File: src/common/ssr_pkg.sv
// Constants shared by the synchronous slave serial receiver.
package ssr_pkg;
	// Register byte offsets on the AXI4-Lite bus.
	localparam logic [7:0] OFS_TX_STATUS_CONTROL = 8'h00;
	localparam logic [7:0] OFS_RX_STATUS_CONTROL = 8'h04;
	localparam logic [7:0] OFS_BAUD_POLARITY = 8'h08;
	localparam logic [7:0] OFS_RECEIVED_WORD = 8'h0C;
	localparam logic [7:0] OFS_EVENT_STATUS = 8'h10;
	localparam logic [7:0] OFS_EVENT_MASK = 8'h14;
	localparam logic [7:0] OFS_INTERRUPT_CONTROL = 8'h18;
	// Transmit status and control fields.
	localparam int BIT_CLOCK_SOURCE_SELECT = 7;
	localparam int BIT_SYNC_MODE = 4;
	// Receive status and control fields.
	localparam int BIT_SERIAL_PORT_ENABLE = 7;
	localparam int BIT_NINTH_BIT_RECEIVE_ENABLE = 6;
	localparam int BIT_SINGLE_RECEIVE_ENABLE = 5;
	localparam int BIT_CONTINUOUS_RECEIVE_ENABLE = 4;
	localparam int BIT_FRAMING_ERROR = 2;
	localparam int BIT_OVERRUN_ERROR = 1;
	localparam int BIT_RECEIVED_NINTH_BIT = 0;
	// Baud and polarity control fields.
	localparam int BIT_RECEIVE_IDLE = 6;
	localparam int BIT_DATA_PIN_POLARITY = 5;
	localparam int BIT_CLOCK_PIN_POLARITY = 4;
	// Interrupt control fields.
	localparam int BIT_GLOBAL_INTERRUPT_ENABLE = 7;
	localparam int BIT_PERIPHERAL_INTERRUPT_ENABLE = 6;
	// Event status and mask fields.
	localparam int EVT_WORD_RECEIVED = 0;
	localparam int EVT_OVERRUN = 1;
	localparam int EVT_W = 2;
	// Word lengths in bits.
	localparam logic [3:0] WORD_BITS_8 = 4'h8;
	localparam logic [3:0] WORD_BITS_9 = 4'h9;
	// Reset values.
	localparam logic [7:0] RST_REG8 = 8'h00;
	// AXI response codes.
	localparam logic [1:0] RESP_OKAY = 2'h0;
	localparam logic [1:0] RESP_SLVERR = 2'h2;
endpackage

File: src/hdl/ssr_receiver.sv
// Synchronous slave serial receiver with an AXI4-Lite register file.
`timescale 1ns/10ps
module ssr_receiver #(
	parameter int ADDR_W = 8
) (
	input wire logic CLK_I,
	input wire logic RSTN_I,
	input wire logic [ADDR_W-1:0] AWADDR_I,
	input wire logic AWVALID_I,
	output logic AWREADY_O,
	input wire logic [31:0] WDATA_I,
	input wire logic [3:0] WSTRB_I,
	input wire logic WVALID_I,
	output logic WREADY_O,
	output logic [1:0] BRESP_O,
	output logic BVALID_O,
	input wire logic BREADY_I,
	input wire logic [ADDR_W-1:0] ARADDR_I,
	input wire logic ARVALID_I,
	output logic ARREADY_O,
	output logic [31:0] RDATA_O,
	output logic [1:0] RRESP_O,
	output logic RVALID_O,
	input wire logic RREADY_I,
	input wire logic SHIFT_CLOCK_PIN_I,
	input wire logic SERIAL_DATA_PIN_I,
	output logic IRQ_O,
	output logic WAKE_O
);
	import ssr_pkg::*;

	typedef struct packed {
		logic ck_m;
		logic ck_s;
		logic ck_l;
		logic dt_m;
		logic dt_s;
		logic clock_source_select;
		logic sync_mode;
		logic serial_port_enable;
		logic ninth_bit_receive_enable;
		logic single_receive_enable;
		logic continuous_receive_enable;
		logic overrun_error_flag;
		logic received_ninth_bit;
		logic data_pin_polarity;
		logic clock_pin_polarity;
		logic global_interrupt_enable;
		logic peripheral_interrupt_enable;
		logic [7:0] received_word;
		logic receive_complete_flag;
		logic [8:0] receive_shift_register;
		logic [3:0] bit_cnt;
		logic [EVT_W-1:0] evt_stat;
		logic [EVT_W-1:0] evt_mask;
		logic aw_held;
		logic [ADDR_W-1:0] aw_addr;
		logic w_held;
		logic [7:0] w_data;
		logic w_lane0;
		logic bvalid;
		logic [1:0] bresp;
		logic rvalid;
		logic [7:0] rdata;
		logic [1:0] rresp;
	} ssr_state_t;

	ssr_state_t q;
	ssr_state_t d;
	logic ck_now;
	logic fall_w;
	logic en_w;
	logic done_w;
	logic bit_in;
	logic [3:0] nbits;
	logic [8:0] sh_next;
	logic [EVT_W-1:0] evt_set;
	logic [EVT_W-1:0] evt_clr;
	logic [7:0] rd_val;
	logic rd_hit;
	logic wr_hit;

	// Bus handshakes come straight from the held state so that each channel is taken once.
	assign AWREADY_O = ~q.aw_held & ~q.bvalid;
	assign WREADY_O = ~q.w_held & ~q.bvalid;
	assign ARREADY_O = ~q.rvalid;
	assign BVALID_O = q.bvalid;
	assign BRESP_O = q.bresp;
	assign RVALID_O = q.rvalid;
	assign RRESP_O = q.rresp;
	assign RDATA_O = {24'h00_0000, q.rdata};

	// The wake line ignores the processor enables, the interrupt line honours them.
	assign WAKE_O = |(q.evt_stat & q.evt_mask);
	assign IRQ_O = WAKE_O & q.global_interrupt_enable
		& q.peripheral_interrupt_enable;

	// Next-state logic: synchronisers, bus slave, then the receiver so that its sets win.
	always_comb begin
		d = q;
		evt_set = '0;
		evt_clr = '0;
		rd_val = RST_REG8;
		rd_hit = 1'b1;
		wr_hit = 1'b1;
		done_w = 1'b0;
		// Two flops on each pin before anything looks at it.
		d.ck_m = SHIFT_CLOCK_PIN_I;
		d.ck_s = q.ck_m;
		d.dt_m = SERIAL_DATA_PIN_I;
		d.dt_s = q.dt_m;
		ck_now = q.ck_s ^ q.clock_pin_polarity;
		bit_in = q.dt_s ^ q.data_pin_polarity;
		d.ck_l = ck_now;
		fall_w = q.ck_l & ~ck_now;
		// The single-word enable takes no part here, so slave mode ignores it.
		en_w = q.serial_port_enable & q.sync_mode & ~q.clock_source_select
			& q.continuous_receive_enable & ~q.overrun_error_flag;
		nbits = q.ninth_bit_receive_enable ? WORD_BITS_9 : WORD_BITS_8;
		sh_next = {bit_in, q.receive_shift_register[8:1]};

		// Write address and data are caught separately, in either order.
		if (AWVALID_I && AWREADY_O) begin
			d.aw_held = 1'b1;
			d.aw_addr = AWADDR_I;
		end
		if (WVALID_I && WREADY_O) begin
			d.w_held = 1'b1;
			d.w_data = WDATA_I[7:0];
			d.w_lane0 = WSTRB_I[0];
		end
		if (q.bvalid && BREADY_I) begin
			d.bvalid = 1'b0;
		end
		// Only byte lane 0 carries register bits; other lanes are accepted and dropped.
		if (q.aw_held && q.w_held && !q.bvalid) begin
			d.aw_held = 1'b0;
			d.w_held = 1'b0;
			d.bvalid = 1'b1;
			case (8'(q.aw_addr))
				OFS_TX_STATUS_CONTROL: begin
					if (q.w_lane0) begin
						d.clock_source_select = q.w_data[BIT_CLOCK_SOURCE_SELECT];
						d.sync_mode = q.w_data[BIT_SYNC_MODE];
					end
				end
				OFS_RX_STATUS_CONTROL: begin
					if (q.w_lane0) begin
						d.serial_port_enable = q.w_data[BIT_SERIAL_PORT_ENABLE];
						d.ninth_bit_receive_enable = q.w_data[BIT_NINTH_BIT_RECEIVE_ENABLE];
						d.single_receive_enable = q.w_data[BIT_SINGLE_RECEIVE_ENABLE];
						d.continuous_receive_enable = q.w_data[BIT_CONTINUOUS_RECEIVE_ENABLE];
					end
				end
				OFS_BAUD_POLARITY: begin
					if (q.w_lane0) begin
						d.data_pin_polarity = q.w_data[BIT_DATA_PIN_POLARITY];
						d.clock_pin_polarity = q.w_data[BIT_CLOCK_PIN_POLARITY];
					end
				end
				OFS_RECEIVED_WORD: begin
					wr_hit = 1'b1;
				end
				OFS_EVENT_STATUS: begin
					if (q.w_lane0) begin
						evt_clr = q.w_data[EVT_W-1:0];
					end
				end
				OFS_EVENT_MASK: begin
					if (q.w_lane0) begin
						d.evt_mask = q.w_data[EVT_W-1:0];
					end
				end
				OFS_INTERRUPT_CONTROL: begin
					if (q.w_lane0) begin
						d.global_interrupt_enable = q.w_data[BIT_GLOBAL_INTERRUPT_ENABLE];
						d.peripheral_interrupt_enable = q.w_data[BIT_PERIPHERAL_INTERRUPT_ENABLE];
					end
				end
				default: begin
					wr_hit = 1'b0;
				end
			endcase
			d.bresp = wr_hit ? RESP_OKAY : RESP_SLVERR;
		end

		// Reads answer one cycle after the address is taken.
		if (q.rvalid && RREADY_I) begin
			d.rvalid = 1'b0;
		end
		if (ARVALID_I && ARREADY_O) begin
			case (8'(ARADDR_I))
				OFS_TX_STATUS_CONTROL: begin
					rd_val[BIT_CLOCK_SOURCE_SELECT] = q.clock_source_select;
					rd_val[BIT_SYNC_MODE] = q.sync_mode;
				end
				OFS_RX_STATUS_CONTROL: begin
					rd_val[BIT_SERIAL_PORT_ENABLE] = q.serial_port_enable;
					rd_val[BIT_NINTH_BIT_RECEIVE_ENABLE] = q.ninth_bit_receive_enable;
					rd_val[BIT_SINGLE_RECEIVE_ENABLE] = q.single_receive_enable;
					rd_val[BIT_CONTINUOUS_RECEIVE_ENABLE] = q.continuous_receive_enable;
					rd_val[BIT_FRAMING_ERROR] = 1'b0;
					rd_val[BIT_OVERRUN_ERROR] = q.overrun_error_flag;
					rd_val[BIT_RECEIVED_NINTH_BIT] = q.received_ninth_bit;
				end
				OFS_BAUD_POLARITY: begin
					rd_val[BIT_RECEIVE_IDLE] = (q.bit_cnt == 4'h0);
					rd_val[BIT_DATA_PIN_POLARITY] = q.data_pin_polarity;
					rd_val[BIT_CLOCK_PIN_POLARITY] = q.clock_pin_polarity;
				end
				OFS_RECEIVED_WORD: begin
					// Reading the word frees the holding register for the next one.
					rd_val = q.received_word;
					d.receive_complete_flag = 1'b0;
				end
				OFS_EVENT_STATUS: begin
					rd_val[EVT_W-1:0] = q.evt_stat;
				end
				OFS_EVENT_MASK: begin
					rd_val[EVT_W-1:0] = q.evt_mask;
				end
				OFS_INTERRUPT_CONTROL: begin
					rd_val[BIT_GLOBAL_INTERRUPT_ENABLE] = q.global_interrupt_enable;
					rd_val[BIT_PERIPHERAL_INTERRUPT_ENABLE] = q.peripheral_interrupt_enable;
				end
				default: begin
					rd_hit = 1'b0;
				end
			endcase
			d.rvalid = 1'b1;
			d.rdata = rd_val;
			d.rresp = rd_hit ? RESP_OKAY : RESP_SLVERR;
		end

		// Dropping continuous receive clears the overrun and abandons a partial word.
		if (!d.continuous_receive_enable) begin
			d.overrun_error_flag = 1'b0;
		end
		// Reception samples the pins through CLK_I flops, so it runs only while the system clock runs.
		if (!en_w) begin
			d.bit_cnt = 4'h0;
		end else if (fall_w) begin
			d.receive_shift_register = sh_next;
			d.bit_cnt = q.bit_cnt + 4'h1;
			if (q.bit_cnt + 4'h1 == nbits) begin
				done_w = 1'b1;
				d.bit_cnt = 4'h0;
				// A read in this same cycle frees the register, so the new word still lands.
				if (d.receive_complete_flag) begin
					// A clear of continuous receive in this very cycle also clears errors, so
					// the lost word then shows only as a sticky event.
					d.overrun_error_flag = d.continuous_receive_enable;
					evt_set[EVT_OVERRUN] = 1'b1;
				end else begin
					d.received_word = q.ninth_bit_receive_enable ? sh_next[7:0]
						: sh_next[8:1];
					d.received_ninth_bit = q.ninth_bit_receive_enable & sh_next[8];
					d.receive_complete_flag = 1'b1;
					evt_set[EVT_WORD_RECEIVED] = 1'b1;
				end
			end
		end
		// Sticky events: a set in the clearing cycle wins.
		d.evt_stat = (q.evt_stat & ~evt_clr) | evt_set;
	end

	// All state sits in one register; reset is synchronous.
	always_ff @(posedge CLK_I) begin
		if (!RSTN_I) begin
			q <= '0;
		end else begin
			q <= d;
		end
	end
endmodule

File: config.mk
export PLATFORM = sky130hd
export DESIGN_NAME = ssr_receiver
export DESIGN_NICKNAME = d
export VERILOG_FILES = /design/src/common/ssr_pkg.sv /design/src/hdl/ssr_receiver.sv
export SDC_FILE = /design/constraint.sdc
export NUM_CORES = 1
export LEC_CHECK = 0
export BUFFER_PORTS_ARGS = -buffer_cell sky130_fd_sc_hd__buf_4
export CAP_MARGIN = 20
export CELL_PAD_IN_SITES_DETAIL_PLACEMENT = 0
export CELL_PAD_IN_SITES_GLOBAL_PLACEMENT = 1
export CORE_MARGIN = 3
export CORE_UTILIZATION = 40
export CTS_BUF_LIST = sky130_fd_sc_hd__clkbuf_16
export CTS_CLUSTER_DIAMETER = 30
export DETAILED_ROUTE_END_ITERATION = 8
export GPL_TIMING_DRIVEN = 0
export MAX_ROUTING_LAYER = met4
export PLACE_DENSITY = 0.87
export SLEW_MARGIN = 20
export SYNTH_ARGS = -nofsm -noshare
export SYNTH_HDL_FRONTEND = slang
export SYNTH_SLANG_ARGS = --single-unit
File: constraint.sdc
create_clock -name CLK_I -period 3.91 [get_ports CLK_I]
set_input_delay 0.782 -clock CLK_I [delete_from_list [all_inputs] [get_ports CLK_I]]
set_output_delay 0.782 -clock CLK_I [all_outputs]
set_load 0.01 [all_outputs]
## Word-level counts from Yosys, hierarchy flattened

Cells that the tools add are included.

| storage, ports and cells | value |
|---|---|
| register bits after elaboration | 76 |
| input bits | 61 |
| logic and storage cells | 139 |

| cells by class | value |
|---|---|
| add/sub/neg operators | 1 |
| equal/unequal tests | 13 |
| mux-type cells | 42 |
| bitwise logic cells | 25 |
| reduce and logical (&&, ||, !) cells | 25 |

Operator list:

| kind | number |
|---|---|
| $eq 8x5->1 const B | 6 |
| $eq 8x4->1 const B | 4 |
| $mux 2 | 11 |
| $mux 1 | 20 |
| $eq 8x3->1 const B | 2 |
| $logic_not 8->1 | 2 |
| $reduce_and 3->1 | 5 |
| $mux 14 | 1 |
| $reduce_or 7->1 | 2 |
| $pmux 1 s4 | 3 |
| $mux 11 | 1 |
| $and 1x1->1 | 10 |
| $mux 10 | 1 |
| $not 1->1 | 9 |
| $mux 8 | 1 |
| $pmux 2 s4 | 1 |
| $logic_and 1x1->1 | 7 |
| $add 4x1->4 const B | 1 |
| $and 2x2->2 | 2 |
| $eq 4x4->1 | 1 |
| $logic_not 4->1 | 1 |
| $mux 4 | 1 |
| $reduce_and 2->1 | 2 |
| $reduce_and 4->1 | 1 |
| other kinds (8) | 11 |

## Longest topological paths before layout

| depth | value |
|---|---|
| word-level depth | 8 |
| gate-level depth with buffers | 8 |
| depth with buffers taken out | 7 |

## Worst setup path after synthesis

No wires, ideal clock.

| path | value |
|---|---|
| path type | input to register |
| start | input ARADDR_I[0] |
| end | register q[58] (netlist name) |
| arrival | 2.255 ns |
| required time | 3.836 ns |
| slack | 1.581 ns |
| stages on the path | 7 |
| path buffers | 2 |
| cells stage by stage | or4_4 > o41ai_4 > and4b_1 > buf_6 > buf_12 > o2111ai_1 > o21ai_0 |

| between the ends | value |
|---|---|
| longest elaborated chain between the ends | 5 |

RTL lines:

| what | line | source |
|---|---|---|
| from (decl) | ssr_receiver.sv:18 | `input wire logic [ADDR_W-1:0] ARADDR_I,` |
| $eq 8x4->1 | ssr_receiver.sv:192 | `case (8'(ARADDR_I))` |
| $mux 1 | ssr_receiver.sv:192 |  |
| $mux 1 | ssr_receiver.sv:191 | `if (ARVALID_I && ARREADY_O) begin` |
| $not 1->1 (no source line) | -- |  |
| $reduce_and 4->1 (no source line) | -- |  |
| to (signal assigned) | ssr_receiver.sv:270 | `q <= '0;` |
| to (signal assigned) | ssr_receiver.sv:272 | `q <= d;` |
| to (decl) | ssr_receiver.sv:68 | `ssr_state_t q;` |

No other way between the ends.
A chain may end at the register's enable or synchronous reset.

## Final worst setup path

| path | value |
|---|---|
| start | input ARADDR_I[0] |
| end | register q[63] (netlist name) |

Same word-level chain as after synthesis.

==> run summary <==
Ports: 104
RSZ-0062 raised after global routing: no
DRT antenna net count: 0
Switch Pwr: 391.8 uW
DRT Wirelength: 7.202 mm
Total Routing Usage GR: 15.63%
Buf+Inv Stages, Crit Path: 3
DPL Wire Length: 5.408 mm
power share of the clock group: 46.4%
clock tree buffer depth: 2
cts hold-fix bufs: 0
Reg2Reg Depth: 8
CP delay by family, top: simple AND/OR/NAND/NOR gates
Fin. Hold Viols: 0
core area: 8258 sq um
commonest non-fill, non-tap cell in the layout: buf_4
Pwr Density: 395.2 nW/um^2
reg2reg start: q[37]$_SDFFE_PN0P_
# diodes: 0
total clock sinks: 71
die area: 9734 sq um
setup TNS: 0 ps
Critical Path Fanout Max: 10
Initial Util: 41.59%
critical path class: in -> reg
Comb power frac: 9.1%
EDFF count, synth: 0
Worst R2R Setup Slack: 1900 ps
total number of vias: 2639
Fin Clk Skew: 8.396 ps
crit-path cells: buf_4 > or4_4 > o41ai_4 > and4b_1 > buf_6 > buf_12 > nand4_1 > o21ai_0
vias per cell: 4.755
largest net degree at the start of global routing: 13
Reg clk slew, reported paths: 60 ps
Chip Height: 98.66 um
routability congestion estimate: 0.7793
Lkg Pwr: 1.941 nW
CP Depth: 8
Skew-Pair Late Insertion Delay: 330 ps
Syn Inst Count: 362
H-tree levels: 3
vias in the first global route: 2422
Cell Count, Final, Fillers Out: 555
Layout area overhead: 25.25%
max-cap viol count: 0
initial antenna violation count: 0
Finished Core Util: 52.09%
average size of a mapped cell: 9.488 sq um
sw frac: 23.05%
status: finished, final reports clean
detailed-route DRC error count: 0
crit start category: input pin
design internal power: 1.308 mW
iteration-0 DRC count of the detailed router: 87
Congestion Overflow GR: 0
placed cells: 539
beginning of the critical path: ARADDR_I[0]
slowest CP cell: or4_4
Fillers: 777
WP data arrival: 2530 ps
clock root buffer: clkbuf_16
CTS Buf Count: 9
FF+latch count, synth: 71
Critical R2R Capture: q[63]$_SDFFE_PN0P_
global-route wire length before repair: 11.64 mm
CP peak stage delay: 560 ps
Peak VDD IR: 0.2284 mV
Tmin final: 2276 ps
Post-CTS Setup Bufs: 0
YS warnings: 0
post-synthesis async set-or-reset flop share: 0%
share of layout cells above drive strength 1: 24.44%
CP Capture Type: flop
Final Slew Violations: 0
TritonCTS clock tree: done
Slew Limit Headroom: 62.58%
Final setup viols: 0
most frequent cells in the layout: 83 x buf_4, 71 x dfxtp_1, 39 x nand2_1, 37 x mux2i_1, 33 x nor2b_1
Hold WC Path Type: reg -> reg
Netlist Area Pre-Place: 3435 sq um
crit path capture: q[63]$_SDFFE_PN0P_
post-CTS sizing: 0
Rows: 33
Fmax: 439.3 MHz
synth unique cells: 45
final net count: 508
DR WL/cell: 12.98 um
First-pass DRT Iterations: 4
die width: 98.66 um
worst endpoint required time: 4170 ps
IO buf count: 47
sequential-to-total area share from yosys stat: 41.38%
Reg power frac: 44.5%
worst slew pin tran: 561.3 ps
Most used DFF post-synth: dfxtp_1
Final period util: 58.22%
layout make-up:
class                      instances  area (sq um)  share of cell area (%)
buffer                            54         377.9                   8.784
clock buffer                       9         225.2                   5.236
clock inverter                     7         63.81                   1.483
inverter                           5         18.77                  0.4363
multi-input combinational        257          1710                   39.76
sequential                        71          1421                   33.04
tap                              105         131.4                   3.054
timing repair buffer              47         352.8                   8.202
flip-flops by register name (all words and copies together), names as in the netlist:
signal	count
q	57
RDATA_O	8
d	2
BRESP_O	1
BVALID_O	1
RRESP_O	1
RVALID_O	1
synth_stat cells, types with 3 or more instances:
cell      instances  area, sq um
dfxtp_1          71         1421
nand2_1          39        146.4
mux2i_1          37        370.4
buf_4            36        270.3
nor2b_1          33        206.5
a21boi_0         14        105.1
clkbuf_1         13        48.80
nor2_1           10        37.54
a22oi_1           9        67.56
nand3_1           8        40.04
o211a_1           8        80.08
a21oi_1           7        35.03
o21ai_0           7        35.03
and2_1            6        37.54
nand2b_1          6        37.54
inv_1             5        18.77
nand4_1           4        25.02
o22ai_1           4        25.02
buf_6             3        33.78
nand3b_1          3        22.52
nor4_1            3        18.77
o21a_1            3        22.52
xnor2_1           3        26.28
xor2_1            3        26.28
routing by layer:
| metal | routed length, um | GRT usage (%) |
|---|---|---|
| met5 | 0 | - |
| met4 | 142 | 7.248 |
| met3 | 413 | 2.972 |
| met2 | 3229 | 23.30 |
| met1 | 3416 | 20.53 |
cells by family after synthesis:
logic type               count (synthesis)  synth area share [%]
XOR/XNOR                                 6                 1.530
AO/OA/AOI/OAI                           57                 12.50
flip-flops                              71                 41.38
other                                    1                0.1092
multiplexers                            40                 12.09
AND/OR/NAND/NOR                        126                 20.11
buffers and inverters                   59                 11.55
adder cells (fa/ha/maj)                  2                0.7285
worst register-to-register path: cells and delay by family (launching register included):
family / cells / cell delay (ps)
DFF: 1 / 440
AOI/OAI and AO/OA: 1 / 90
and+or+nand+nor: 3 / 740
buffers and inverters: 3 / 350
adders and majority gates: 1 / 310
stage by stage:
stage | cell area, sq um | total power, mW | hold WS (ps) | setup WS [ps]
6_report | 4302 | 1.700 | 433.5 | 1634
5_1_grt | 4302 | 1.763 | 442.1 | 1515
4_1_cts | 4302 | 1.714 | 431.4 | 1628
3_5_place_dp | 4013 | 0.9261 | 422.8 | 1289
3_3_place_gp | 4013 | 0.9231 | 417.9 | 1323
2_1_floorplan | 3528 | 0.8706 | 411.9 | 1581
worst min path at each step:
stage	start	endpoint	slack, ps	cells after the start
6_report	d[71]$_SDFF_PN0_	q[71]$_SDFF_PN0_	430	1
5_1_grt	d[71]$_SDFF_PN0_	q[71]$_SDFF_PN0_	440	1
4_1_cts	d[71]$_SDFF_PN0_	q[71]$_SDFF_PN0_	430	1
3_5_place_dp	d[71]$_SDFF_PN0_	q[71]$_SDFF_PN0_	420	1
3_3_place_gp	d[71]$_SDFF_PN0_	q[71]$_SDFF_PN0_	420	1
2_1_floorplan	d[71]$_SDFF_PN0_	q[71]$_SDFF_PN0_	410	1
power by group through the flow:
stage / clock, mW / combinational, mW / sequential (mW)
6_report: 0.789 / 0.154 / 0.757
5_1_grt: 0.833 / 0.172 / 0.758
4_1_cts: 0.803 / 0.155 / 0.756
3_5_place_dp: 0 / 0.154 / 0.772
3_3_place_gp: 0 / 0.152 / 0.771
2_1_floorplan: 0 / 0.103 / 0.768
Note: power is estimated with default switching activity, not from simulation.
